[src/include/isic_consts.vh]
// Constants for the input and scheduled interrupt controller
`ifndef ISIC_CONSTS_VH
`define ISIC_CONSTS_VH
// Register byte offsets
`define ISIC_OFF_CMD 12'h000
`define ISIC_OFF_DATA 12'h004
`define ISIC_OFF_RESULT 12'h008
`define ISIC_OFF_STATUS 12'h00C
`define ISIC_OFF_SETUP 12'h010
`define ISIC_OFF_PEND 12'h014
`define ISIC_OFF_SERVICE 12'h018
// Command register fields: type in [11:0], function in [27:16]
`define ISIC_CMD_N_LSB 0
`define ISIC_CMD_C_LSB 16
// Selector codes, written as BCD digits
`define ISIC_N_INPUT 12'h000
`define ISIC_N_SCHED 12'h004
`define ISIC_C_000 12'h000
`define ISIC_C_001 12'h001
`define ISIC_C_002 12'h002
`define ISIC_C_MASK_ALL 12'h100
`define ISIC_C_UNMASK_ALL 12'h200
// Setup register bits
`define ISIC_SETUP_UNIT_BIT 0
`define ISIC_SETUP_WAIT_BIT 1
// Reset values
`define ISIC_MASK_RST 8'hFF
`define ISIC_INTERVAL_RST 16'h0000
`define ISIC_SETUP_RST 2'h0
// Timing: clock in MHz, base tick of 1 ms
`define ISIC_CLK_MHZ 125
`define ISIC_TICK_US 1000
`define ISIC_TICK_CYC 17'h1E848
// Last millisecond count inside a 10 ms unit
`define ISIC_UNIT_LAST 4'h9
`endif

[src/rtl/isic_ctrl.v]
// Input and scheduled interrupt controller with APB command registers
// Operation
// - Inputs latch pending even while masked
// - Clear command is type 000 function 001
// - Set data bit clears that input's latch
// - Read-mask returns masked inputs as ones
// - Interval BCD 0001-9999 times time unit
// - First-time BCD 0001-9999 times time unit
// - Setup word bit selects 1/10 ms
// - Mask-all and unmask-all ignore data word
// - Undefined selectors set error, no action; mask-all and unmask-all accept any type
// - Non-BCD or out-of-range data sets error
// - All inputs masked after reset
// - Type 000 function 000 sets input masks
// - Unmasked pending input requests service at once
// - Scheduled interrupt disabled, interval zero, at reset
// - Setup bit holds input service until CPU idle; scheduled requests are not held
`timescale 1ns/10ps
`include "isic_consts.vh"
module isic_ctrl (
  input wire pclk,
  input wire presetn,
  input wire psel,
  input wire penable,
  input wire pwrite,
  input wire [11:0] paddr,
  input wire [31:0] pwdata,
  output reg [31:0] prdata,
  output reg pready,
  output reg pslverr,
  input wire [7:0] int_in,
  input wire cpu_busy,
  output reg [7:0] input_req_ff,
  output reg sched_req_ff,
  output reg error_flag_ff
);
  // Checks every digit of a 16-bit word for BCD
  // Used by the time-value check; a nibble above 9 makes the word
  // unusable as a count, so the command is refused instead.
  function is_bcd;
    input [15:0] v;
    begin
      is_bcd = (v[3:0] < 4'hA) && (v[7:4] < 4'hA) &&
        (v[11:8] < 4'hA) && (v[15:12] < 4'hA);
    end
  endfunction

  // Register state
  // Input side: masks, global mask and the pending latches
  reg [7:0] mask_ff; // One bit per input, 1 = masked
  reg mask_all_ff; // Global mask from the mask-all command
  reg [7:0] pend_ff; // Recorded arrivals not yet serviced
  // Command data and read-back
  reg [15:0] data_ff; // Operand word for the next command
  reg [15:0] result_ff; // Answer of the last read command
  // Scheduled interrupt settings
  reg [15:0] interval_ff; // BCD period in time units
  reg [15:0] first_ff; // BCD delay to the first event
  reg [1:0] setup_ff; // Time unit and wait-for-idle bits
  reg sched_evt_ff; // Counter expiry, one cycle
  reg first_wait_ff; // A first-time value has been loaded
  // Time unit prescaler
  reg [3:0] unit_cnt_ff; // Milliseconds within a 10 ms unit
  reg unit_en_ff; // One pulse per time unit
  // Previous input levels; reset to the idle low level so that
  // no false arrival follows reset
  reg [7:0] int_in_d_ff;

  // Scheduler state machine
  localparam ST_OFF = 2'h0;
  localparam ST_FIRST = 2'h1;
  localparam ST_RUN = 2'h2;
  reg [1:0] st_ff;
  reg [1:0] nxt_st;

  wire ms_tick;
  wire cnt_zero;
  wire [15:0] cnt_val;
  reg cnt_load;
  reg [15:0] cnt_load_val;

  // APB phases; the slave answers in the first access cycle
  // Writes act at the access edge, which is also the edge where
  // pready is high, so no write lands before the master sees it
  wire apb_acc = psel && penable;
  wire apb_wr = apb_acc && pwrite;
  wire cmd_wr = apb_wr && (paddr == `ISIC_OFF_CMD);
  wire [11:0] cmd_n = pwdata[`ISIC_CMD_N_LSB +: 12];
  wire [11:0] cmd_c = pwdata[`ISIC_CMD_C_LSB +: 12];
  wire addr_ok = (paddr == `ISIC_OFF_CMD) ||
    (paddr == `ISIC_OFF_DATA) || (paddr == `ISIC_OFF_RESULT) ||
    (paddr == `ISIC_OFF_STATUS) || (paddr == `ISIC_OFF_SETUP) ||
    (paddr == `ISIC_OFF_PEND) || (paddr == `ISIC_OFF_SERVICE);

  // Mask-all and unmask-all depend on the function code only;
  // the type selector is not checked for them
  // Command decode
  wire c_all = (cmd_c == `ISIC_C_MASK_ALL) ||
    (cmd_c == `ISIC_C_UNMASK_ALL);
  wire n_in = (cmd_n == `ISIC_N_INPUT);
  wire n_sc = (cmd_n == `ISIC_N_SCHED);
  wire c_lo = (cmd_c == `ISIC_C_000) || (cmd_c == `ISIC_C_001) ||
    (cmd_c == `ISIC_C_002);
  wire sel_ok = c_all || ((n_in || n_sc) && c_lo);
  // Time values must be BCD and nonzero
  wire needs_time = n_sc && !c_all &&
    ((cmd_c == `ISIC_C_000) || (cmd_c == `ISIC_C_001));
  wire data_ok = !needs_time ||
    (is_bcd(data_ff) && (data_ff != 16'h0000));
  wire do_cmd = cmd_wr && sel_ok && data_ok;
  wire do_in = do_cmd && n_in && !c_all;
  wire do_sc = do_cmd && n_sc && !c_all;
  // Executed command strobes, one per function
  wire do_mask = do_in && (cmd_c == `ISIC_C_000);
  wire do_clear = do_in && (cmd_c == `ISIC_C_001);
  wire do_rdmask = do_in && (cmd_c == `ISIC_C_002);
  wire do_interval = do_sc && (cmd_c == `ISIC_C_000);
  wire do_first = do_sc && (cmd_c == `ISIC_C_001);
  wire do_rdint = do_sc && (cmd_c == `ISIC_C_002);
  wire do_mask_all = do_cmd && (cmd_c == `ISIC_C_MASK_ALL);
  wire do_unmask_all = do_cmd && (cmd_c == `ISIC_C_UNMASK_ALL);
  // Latches to drop on a clear; zero bits keep theirs
  wire [7:0] clr_bits = do_clear ? data_ff[7:0] : 8'h00;
  // Rising edges seen this cycle
  wire [7:0] rise = int_in & ~int_in_d_ff;

  // Millisecond base tick
  // Fixed 1 ms base; every slower rate is an enable from it
  isic_tick #(
    .TICK_CYC(`ISIC_TICK_CYC)
  ) u_tick (
    .pclk(pclk),
    .presetn(presetn),
    .tick_ff(ms_tick)
  );

  // Scheduled interval counter in BCD units
  // Loads win over steps, so a new first time restarts cleanly
  isic_bcd_dec u_cnt (
    .pclk(pclk),
    .presetn(presetn),
    .load(cnt_load),
    .load_val(cnt_load_val),
    .step(unit_en_ff),
    .cnt_ff(cnt_val),
    .zero(cnt_zero)
  );

  // The 10 ms count only moves on a tick, so a unit change
  // takes effect from the next millisecond
  // Time unit prescaler, 1 ms or 10 ms
  always @(posedge pclk or negedge presetn) begin
    if (!presetn) begin
      unit_cnt_ff <= 4'h0;
      unit_en_ff <= 1'b0;
    end else if (ms_tick) begin
      if (!setup_ff[`ISIC_SETUP_UNIT_BIT] ||
          unit_cnt_ff == `ISIC_UNIT_LAST) begin
        unit_cnt_ff <= 4'h0;
        unit_en_ff <= 1'b1;
      end else begin
        unit_cnt_ff <= unit_cnt_ff + 4'h1;
        unit_en_ff <= 1'b0;
      end
    end else begin
      unit_en_ff <= 1'b0;
    end
  end

  // Reload on the last unit rather than at zero, so that the
  // period is exactly the programmed number of units
  // Scheduler next state and counter reloads
  always @* begin
    nxt_st = st_ff;
    cnt_load = 1'b0;
    cnt_load_val = first_ff;
    case (st_ff)
      ST_OFF: begin
        if (do_interval) begin
          nxt_st = ST_FIRST;
          cnt_load = 1'b1;
          // Without a first time, the delay is the new interval value
          cnt_load_val = first_wait_ff ? first_ff : data_ff;
        end
      end
      ST_FIRST, ST_RUN: begin
        if (do_first) begin
          nxt_st = ST_FIRST;
          cnt_load = 1'b1;
          cnt_load_val = data_ff;
        end else if (unit_en_ff && cnt_val == 16'h0001) begin
          nxt_st = ST_RUN;
          cnt_load = 1'b1;
          cnt_load_val = interval_ff;
        end
      end
      default: begin
        nxt_st = ST_OFF;
      end
    endcase
  end

  // Scheduler registers and event generation
  always @(posedge pclk or negedge presetn) begin
    if (!presetn) begin
      st_ff <= ST_OFF;
      interval_ff <= `ISIC_INTERVAL_RST;
      first_ff <= 16'h0000;
      first_wait_ff <= 1'b0;
      sched_evt_ff <= 1'b0;
    end else begin
      st_ff <= nxt_st;
      // A new interval while running applies at the next reload
      if (do_interval) begin
        interval_ff <= data_ff;
      end
      if (do_first) begin
        first_ff <= data_ff;
        first_wait_ff <= 1'b1;
      end
      // Counter reaches its last unit: one scheduled event
      sched_evt_ff <= (st_ff != ST_OFF) && !cnt_zero &&
        unit_en_ff && (cnt_val == 16'h0001) &&
        !do_first;
    end
  end

  // An arrival in the cycle of its clear or of its service pulse
  // is kept, so no edge is ever lost
  // Input latching, masking and clearing
  always @(posedge pclk or negedge presetn) begin
    if (!presetn) begin
      mask_ff <= `ISIC_MASK_RST;
      mask_all_ff <= 1'b0;
      pend_ff <= 8'h00;
      int_in_d_ff <= 8'h00;
    end else begin
      int_in_d_ff <= int_in;
      // Rising edges latch regardless of mask; set wins
      pend_ff <= (pend_ff & ~clr_bits & ~input_req_ff) | rise;
      if (do_mask) begin
        mask_ff <= data_ff[7:0];
      end
      // Global commands ignore the data word
      if (do_mask_all) begin
        mask_all_ff <= 1'b1;
      end else if (do_unmask_all) begin
        mask_all_ff <= 1'b0;
      end
    end
  end

  // Service requests toward the CPU
  // A request pulse clears its own latch on the next edge, so each
  // arrival is serviced once; while the CPU holds off, the latch
  // stays set and the request follows once it is idle
  always @(posedge pclk or negedge presetn) begin
    if (!presetn) begin
      input_req_ff <= 8'h00;
      sched_req_ff <= 1'b0;
    end else begin
      // Issue immediately unless held by busy CPU
      // Optional wait for current work to finish
      if (setup_ff[`ISIC_SETUP_WAIT_BIT] && cpu_busy) begin
        input_req_ff <= 8'h00;
      end else begin
        input_req_ff <= pend_ff & ~input_req_ff & ~mask_ff &
          {8{!mask_all_ff}};
      end
      sched_req_ff <= sched_evt_ff;
    end
  end

  // Setup bits act at once; a unit change in mid-period stretches
  // or shortens only that period
  // APB register writes, results and error flag
  always @(posedge pclk or negedge presetn) begin
    if (!presetn) begin
      data_ff <= 16'h0000;
      result_ff <= 16'h0000;
      setup_ff <= `ISIC_SETUP_RST;
      error_flag_ff <= 1'b0;
    end else begin
      if (apb_wr && paddr == `ISIC_OFF_DATA) begin
        data_ff <= pwdata[15:0];
      end
      if (apb_wr && paddr == `ISIC_OFF_SETUP) begin
        setup_ff <= pwdata[1:0];
      end
      if (cmd_wr) begin
        error_flag_ff <= !(sel_ok && data_ok);
      end
      if (do_rdmask) begin
        result_ff <= {8'h00, mask_ff | {8{mask_all_ff}}};
      end
      if (do_rdint) begin
        result_ff <= interval_ff;
      end
    end
  end

  // APB response: zero wait states, error on unmapped address
  // Read data is registered in the setup cycle so that it stands,
  // settled, through the one access cycle in which pready is high
  always @(posedge pclk or negedge presetn) begin
    if (!presetn) begin
      prdata <= 32'h00000000;
      pready <= 1'b0;
      pslverr <= 1'b0;
    end else begin
      pready <= psel && !penable;
      pslverr <= psel && !penable && !addr_ok;
      prdata <= 32'h00000000;
      if (psel && !penable && !pwrite) begin
        case (paddr)
          `ISIC_OFF_DATA: prdata <= {16'h0000, data_ff};
          `ISIC_OFF_RESULT: prdata <= {16'h0000, result_ff};
          `ISIC_OFF_STATUS: prdata <= {28'h0000000, mask_all_ff,
            st_ff != ST_OFF, first_wait_ff, error_flag_ff};
          `ISIC_OFF_SETUP: prdata <= {30'h00000000, setup_ff};
          `ISIC_OFF_PEND: prdata <= {16'h0000, mask_ff, pend_ff};
          `ISIC_OFF_SERVICE: prdata <= {16'h0000, cnt_val};
          default: prdata <= 32'h00000000;
        endcase
      end
    end
  end

endmodule

[src/rtl/isic_tick.v]
// Millisecond tick divider producing a one-cycle enable pulse
`timescale 1ns/10ps
module isic_tick #(
  parameter [16:0] TICK_CYC = 17'h1E848
) (
  input wire pclk,
  input wire presetn,
  output reg tick_ff
);
  // Cycle counter for one millisecond
  reg [16:0] cnt_ff;
  wire [16:0] last = TICK_CYC - 17'h00001;

  // Count and pulse once per period
  always @(posedge pclk or negedge presetn) begin
    if (!presetn) begin
      cnt_ff <= 17'h00000;
      tick_ff <= 1'b0;
    end else if (cnt_ff == last) begin
      cnt_ff <= 17'h00000;
      tick_ff <= 1'b1;
    end else begin
      cnt_ff <= cnt_ff + 17'h00001;
      tick_ff <= 1'b0;
    end
  end
endmodule

[src/rtl/isic_bcd_dec.v]
// BCD down counter for the scheduled interrupt, one step per enable
`timescale 1ns/10ps
module isic_bcd_dec (
  input wire pclk,
  input wire presetn,
  input wire load,
  input wire [15:0] load_val,
  input wire step,
  output reg [15:0] cnt_ff,
  output wire zero
);
  wire [15:0] nxt_cnt;
  // Per-digit borrow chain
  wire [4:0] borrow;
  assign borrow[0] = 1'b1;
  genvar g;
  generate
    for (g = 0; g < 4; g = g + 1) begin : dig
      wire [3:0] d = cnt_ff[4*g +: 4];
      assign nxt_cnt[4*g +: 4] = borrow[g] ?
        ((d == 4'h0) ? 4'h9 : d - 4'h1) : d;
      assign borrow[g+1] = borrow[g] & (d == 4'h0);
    end
  endgenerate
  assign zero = (cnt_ff == 16'h0000);

  // Load wins over a step in the same cycle
  always @(posedge pclk or negedge presetn) begin
    if (!presetn) begin
      cnt_ff <= 16'h0000;
    end else if (load) begin
      cnt_ff <= load_val;
    end else if (step && !zero) begin
      cnt_ff <= nxt_cnt;
    end
  end
endmodule

[config.mk]
export PLATFORM = sky130hd
export DESIGN_NAME = isic_ctrl
export DESIGN_NICKNAME = d
export VERILOG_FILES = /design/src/rtl/isic_ctrl.v /design/src/rtl/isic_tick.v /design/src/rtl/isic_bcd_dec.v
export VERILOG_INCLUDE_DIRS = /design/src /design/src/include
export SDC_FILE = /design/constraint.sdc
export NUM_CORES = 1
export LEC_CHECK = 0
export BUFFER_PORTS_ARGS = -buffer_cell sky130_fd_sc_hd__buf_4
export CORE_MARGIN = 1.5
export CORE_UTILIZATION = 40
export DETAILED_ROUTE_END_ITERATION = 8
export PLACE_DENSITY_LB_ADDON = 0.12
export SYNTH_ARGS = -nofsm -noshare
export SYNTH_HDL_FRONTEND = slang
export SYNTH_HIERARCHICAL = 1
export SYNTH_SLANG_ARGS = --single-unit
[constraint.sdc]
create_clock -name pclk -period 4.5 [get_ports pclk]
set_input_delay 0.9 -clock pclk [delete_from_list [all_inputs] [get_ports pclk]]
set_output_delay 0.9 -clock pclk [all_outputs]
set_load 0.02 [all_outputs]
# Word-level counts from Yosys, hierarchy flattened
# Index checks and enable logic that the tools add are counted.
# Widths: inputs -> output; s select.
op_classes:
  add_sub_neg: 6
  mul: 0
  div_mod_pow: 0
  order_cmp: 4
  n_eq_ne: 18
  n_shift: 0
  n_mux: 35
  n_bitwise: 14
  n_reduce_logical: 82
ops:
  columns: ["cell", "count"]
  rows:
  - ["$mux 16", 8]
  - ["$pmux 16 s6", 1]
  - ["$and 8x8->8", 6]
  - ["$logic_and 1x1->1", 37]
  - ["$eq 12x5->1 const B", 3]
  - ["$logic_not 12->1", 3]
  - ["$mux 32", 1]
  - ["$mux 4", 8]
  - ["$not 8->8", 4]
  - ["$pmux 16 s2", 1]
  - ["$eq 12x3->1 const B", 2]
  - ["$eq 12x4->1 const B", 2]
  - ["$add 17x1->17 const B", 1]
  - ["$eq 17x17->1 const B", 1]
  - ["$mux 17", 1]
  - ["$eq 16x1->1 const B", 1]
  - ["$logic_not 16->1", 1]
  - ["$logic_not 4->1", 4]
  - ["$lt 4x4->1 const B", 4]
  - ["$mux 8", 2]
  - ["$or 8x8->8", 2]
  - ["$reduce_bool 16->1", 1]
  - ["$sub 4x1->4 const B", 4]
  - ["$reduce_bool 2->1", 7]
  - ["other kinds (20)", 54]
word_totals:
  reg_bits: 178
  latch_bits: 0
  mem_bits_rw: 0
  mem_bits_ro: 0
  input_bits: 58
  output_inout_bits: 44
  word_cells: 185
  memories: 0

# Longest topological paths before layout
depth:
  ltp_word: 16
  depth_mapped: 12
  depth_no_buf: 10

# Hierarchy
# The synthesis kept the hierarchy.
by_module_without_submodules:
  columns: ["mod", "instances", "cells_each", "area_each_um2", "seq_area_each_um2"]
  rows:
  - ["isic_ctrl", 1, 601, 6221.0, 3213.1]
  - ["isic_bcd_dec", 1, 102, 947.2, 400.4]
  - ["isic_tick", 1, 77, 858.3, 450.4]

# Worst setup path after synthesis
# No wires, ideal clock.
synth_timing:
  path_type: "in2reg"
  start: "input port pwdata[23]"
  end: "register u_cnt.cnt_ff[10]"
  t_arrival_ns: 3.050
  required_ns: 4.365
  setup_slack_ns: 1.314
  path_stages: 10
  path_buffers: 3
  cell_sequence: "nor4_4 nand4_2 nor3_4 and4_1 buf_2 o21ai_0 a21oi_1 buf_1 clkbuf_1 o21ai_0"
synth_via:
  elab_chain_cells: 15
  word_cells_on_any_way: 31
  classes_between: "eq/ne: 4; mux: 7; reduce/logical: 20"
synth_rtl:
  columns: ["element", "line", "source"]
  rows:
  - ["start, declared", "isic_ctrl.v:27", "input wire [31:0] pwdata,"]
  - ["$eq 12x9->1 (no source line) or $eq 12x10->1 (tied branches)", null, null]
  - ["$logic_or 1x1->1", "isic_ctrl.v:98", "wire c_all = (cmd_c == `ISIC_C_MASK_ALL) ||"]
  - ["$logic_not 1->1", "isic_ctrl.v:106, isic_ctrl.v:112", null]
  - ["$logic_and 1x1->1 (2 in series)", "isic_ctrl.v:106", "wire needs_time = n_sc && !c_all &&"]
  - ["$logic_not 1->1", "isic_ctrl.v:108", "wire data_ok = !needs_time ||"]
  - ["$logic_or 1x1->1", "isic_ctrl.v:108", null]
  - ["$logic_and 1x1->1", "isic_ctrl.v:110", "wire do_cmd = cmd_wr && sel_ok && data_ok;"]
  - ["$logic_and 1x1->1 (2 in series)", "isic_ctrl.v:112", "wire do_sc = do_cmd && n_sc && !c_all;"]
  - ["$logic_and 1x1->1, on equally long branches", "isic_ctrl.v:118, isic_ctrl.v:117", null]
  - ["$mux 1, on equally long branches", "isic_ctrl.v:187, isic_ctrl.v:179", null]
  - ["$pmux 1 s2 *", "isic_ctrl.v:177", "case (st_ff)"]
  - ["via cnt_load", "isic_ctrl.v:79", "reg cnt_load;"]
  - ["$reduce_bool 2->1 (no source line)", null, null]
  - ["$reduce_and 2->1 (no source line)", null, null]
  - ["end signal, assigned", "isic_bcd_dec.v:32", "cnt_ff <= load_val;"]
  - ["end signal, assigned", "isic_bcd_dec.v:34", "cnt_ff <= nxt_cnt;"]
  - ["end, declared", "isic_bcd_dec.v:9", "output reg [15:0] cnt_ff,"]
# Mark *: on every way through the listed nets, which the timed path passes. The rest lies on a longest branch.
# A chain may end at the register's enable or synchronous reset.

# Worst setup path in the final report
layout_timing:
  start: "input port pwdata[8]"
  end: "register u_cnt.cnt_ff[4]"
layout_via:
  word_cells_on_any_way: 25
  classes_between: "eq/ne: 1; mux: 7; reduce/logical: 17"
layout_lines:
  columns: ["element", "line", "source"]
  rows:
  - ["$eq 12x3->1 (no source line) or $logic_not 12->1 (tied branches)", null, null]
  - ["$logic_or 1x1->1 or $logic_and 1x1->1 (tied branches)", "isic_ctrl.v:104, isic_ctrl.v:106", null]
  - ["$logic_and 1x1->1, on equally long branches", "isic_ctrl.v:104, isic_ctrl.v:106", null]
  - ["$logic_or 1x1->1 or $logic_not 1->1 (tied branches)", "isic_ctrl.v:104, isic_ctrl.v:108", null]
  - ["$logic_and 1x1->1 or $logic_or 1x1->1 (tied branches)", "isic_ctrl.v:110, isic_ctrl.v:108", null]
  - ["$logic_and 1x1->1", "isic_ctrl.v:110", null]
  - ["$logic_and 1x1->1 * (2 in series)", "isic_ctrl.v:112", null]
  - ["$logic_and 1x1->1, on equally long branches", "isic_ctrl.v:118, isic_ctrl.v:117", null]
  - ["$mux 16, on equally long branches", "isic_ctrl.v:187, isic_ctrl.v:179", null]
  - ["$pmux 16 s2 *", "isic_ctrl.v:177", null]
  - ["via cnt_load_val[4]", "isic_ctrl.v:80", "reg [15:0] cnt_load_val;"]
  - ["$mux 16 *", "isic_bcd_dec.v:31", "end else if (load) begin"]
# Marked as above.

==> flow_summary.json <==
{
  "worst_clock_skew_ns": 0.0126,
  "status": "completed",
  "highest_layer": "met4",
  "cp.arrival_ns": 3.60,
  "maxCapViolations": 0,
  "hold_viol": 0,
  "syn_inst": 780,
  "worstMarginPinSlew_ns": 0.827,
  "die_x_um": 145,
  "ys_ff_latch": 162,
  "core-area_um2": 19600,
  "ctsResizeCount": 0,
  "timing.rr.end": "u_cnt/cnt_ff[4]",
  "dieArea_um2": 20900,
  "start_util_pct": 41.0,
  "root_buffer": "clkbuf_16",
  "io_pins": 102,
  "min_path_type": "flip-flop to flip-flop",
  "synth_area_leaders": "dfrtp_1 (48%), mux2_2 (6.3%), nand2_1 (4.7%)",
  "die_h_um": 145,
  "yosysTopAreaCellShare_pct": 48.0,
  "powerDensity_nw_per_um2": 353,
  "met3_wirelength_um": 1130,
  "drive_gt1_share_pct": 23.7,
  "hpwl_um": 15300,
  "synth_cell_types": 74,
  "dp.cells": 1097,
  "cp-endpoint": "u_cnt/cnt_ff[4]",
  "antenna_found_initial": 0,
  "crit_path_top_delay_cell": "nor4_1",
  "synth-main-ff-cell": "dfrtp_1",
  "drt_iter0_markers": 568,
  "drtAntennaViolNets": 0,
  "vias": 6266,
  "slowest_delay_ns": 0.46,
  "ys_warn_count": 6,
  "cts_buffer_depth": 2,
  "setup_viol": 0,
  "worstPathCellList": "buf_4 > nor4_1 > nand4_1 > nor2_2 > nand3_1 > a22o_2 > a221o_1 > and2_1 > a31oi_1 > o41ai_1",
  "grt_first_pass_wirelength_um": 34500,
  "cts_tree": "built",
  "crit_path_start": "pwdata[8]",
  "h-tree-depth": 4,
  "cts_setup_buffers": 0,
  "hold_buffers": 0,
  "worstSkewPairLatency_ns": 0.44,
  "p_leak_uw": 0.00422,
  "grt_max_degree": 86,
  "crit_cells": 10,
  "crit_type": "input port to flip-flop",
  "period_share_pct": 73.3,
  "drc_errors": 0,
  "wl_met2_um": 10600,
  "r2r_cells": 9,
  "num_rows": 51,
  "slew_headroom_pct": 44.9,
  "crit_fanout": 16,
  "drv_slew": 0,
  "fin_nets": 914,
  "grt_pass1_vias": 6209,
  "grt_remaining_overflow": 0,
  "seq_area_frac_synth_pct": 50.6,
  "instances_no_fill": 1129,
  "peakVddDrop_uv": 243,
  "cp_top_family": "simple AND/OR/NAND/NOR gates",
  "tritoncts.num_buffers": 17,
  "max_freq_ghz": 0.303,
  "diodes": 0,
  "grt_usage_pct": 22.2,
  "crit_required_ns": 4.80,
  "grt_setup_unrepaired": "no",
  "synth_area_um2": 8030,
  "worstSetupEndpointType": "flip-flop",
  "port_buffers": 81,
  "viasPerCell": 5.55,
  "syn_avg_cell_area_um2": 10.3,
  "totalWireLength_um": 21900,
  "dr.pass1.iters": 5,
  "ys_async_sr_fraction_pct": 100,
  "fin_crit_ns": 3.30,
  "routedWlPerCell_um": 19.4,
  "syn2layout_area_growth_pct": 17.0,
  "r2r-start": "u_cnt/cnt_ff[7]",
  "clk_pin_slew_ns": 0.07,
  "wl_met1_um": 9820,
  "synth_edf_count": 0,
  "start_kind": "input port",
  "reg2reg_slack_ns": 1.56,
  "cts.sink_count": 162,
  "fin_setup_tns_ns": 0,
  "cp_num_buf_inv": 1,
  "gp_congestion": 0.826,
  "synth_top_area_cell": "dfrtp_1"
}
[layout make-up]
class	instances	area, µm²
flip-flops and latches	162	4060
clock inverters	14	163
well taps	265	332
repair buffers	93	702
multi-input cells	558	3630
clock buffers	18	429
fillers	1873	10200
inverters	19	71.3
[worst min path at each step]
stage                       from            to  slack [ns]  cells past startpoint
finish              sched_evt_ff  sched_req_ff        0.37                      0
global placement    sched_evt_ff  sched_req_ff        0.37                      0
floorplan           sched_evt_ff  sched_req_ff        0.33                      0
detailed placement  sched_evt_ff  sched_req_ff        0.37                      0
CTS                 sched_evt_ff  sched_req_ff        0.39                      0
global route        sched_evt_ff  sched_req_ff        0.39                      0
[worst register-to-register path, cell delays in order, from the launching register on]
cell	delay (ns)
dfrtp_1	0.56
nor4b_1	0.35
nand4_1	0.14
nor4_2	0.43
o21bai_1	0.12
a22o_2	0.40
a221o_1	0.44
and2_1	0.17
a31oi_1	0.13
o41ai_1	0.09
[layer usage]
layer  GRT usage [%]  vias up
li1                -     2931
met1            29.4     3144
met2            36.2      166
met3            5.26       25
met4            6.49        0
met5               0        -
[cell families (layout without fill, tap and decap cells)]
family                   after synthesis  in the layout  share of synthesized area (%)
other                                  1             16                         0.0467
XOR/XNOR                              14             14                           1.53
AO/OA/AOI/OAI                        164            164                           14.2
flip-flops                           162            162                           50.6
buffers and inverters                 75            144                           4.82
multiplexers                          50             50                           6.95
AND/OR/NAND/NOR                      309            309                           21.1
adder cells (fa/ha/maj)                5              5                          0.779
[flip-flops by register name, indices dropped and copies added, names as in the netlist, 2 cells and up]
signal         count
u_tick/cnt_ff     17
data_ff           16
first_ff          16
interval_ff       16
prdata            16
result_ff         16
u_cnt/cnt_ff      16
input_req_ff       8
int_in_d_ff        8
mask_ff            8
pend_ff            8
unit_cnt_ff        4
setup_ff           2
st_ff              2
[report_power, final]
part	switching (µW)	leakage, µW	total [µW]	internal [µW]
combinational	177	0.00182	313	136
clock	694	0.000288	1440	747
sequential	40.8	0.00211	1560	1520
[Yosys cell counts, drive strengths merged, types with 21 or more instances]
cell type  instances
mux2              46
nand2            101
nor4              25
a22oi             30
nor3              23
nor2              52
buf               35
o21ai             42
dfrtp            154
a21oi             32
nand3             21
clkbuf            21
[layout by cell type, fill, tap and decap left out, types with 4 or more instances in the layout]
cell       instances
dfrtp_1          154
nand2_1          101
buf_4             92
nor2_1            51
mux2_2            45
o21ai_0           38
a21oi_1           32
a22oi_1           29
inv_1             19
nor4_1            19
and2_1            19
nor3_1            18
nand3_1           18
clkbuf_16         17
a221o_1           16
conb_1            16
nand4_1           15
nand2b_1          13
a21o_1            10
xor2_1             8
dfstp_2            8
and3_1             6
xnor2_1            6
nor2b_1            5
o31ai_1            5
ha_1               5
nor4_2             4
nor3b_1            4
mux2i_1            4
a31oi_1            4
clkinv_8           4
inv_8              4
[metrics by stage]
stage / util, % / power [µW] / cell area, µm² / worst slack, ns / hold slack, ns
after global routing: 47.9 / 3460 / 9390 / 1.10 / 0.390
final: 47.9 / 3320 / 9390 / 1.20 / 0.375
after CTS: 47.9 / 3360 / 9390 / 1.19 / 0.385
after detailed placement: 44.9 / 1910 / 8800 / 0.732 / 0.366
after floorplan: - / 1750 / 8080 / 1.31 / 0.331
after global placement: 44.9 / 1900 / 8800 / 0.732 / 0.366
Power figures use the tool's default switching activity.
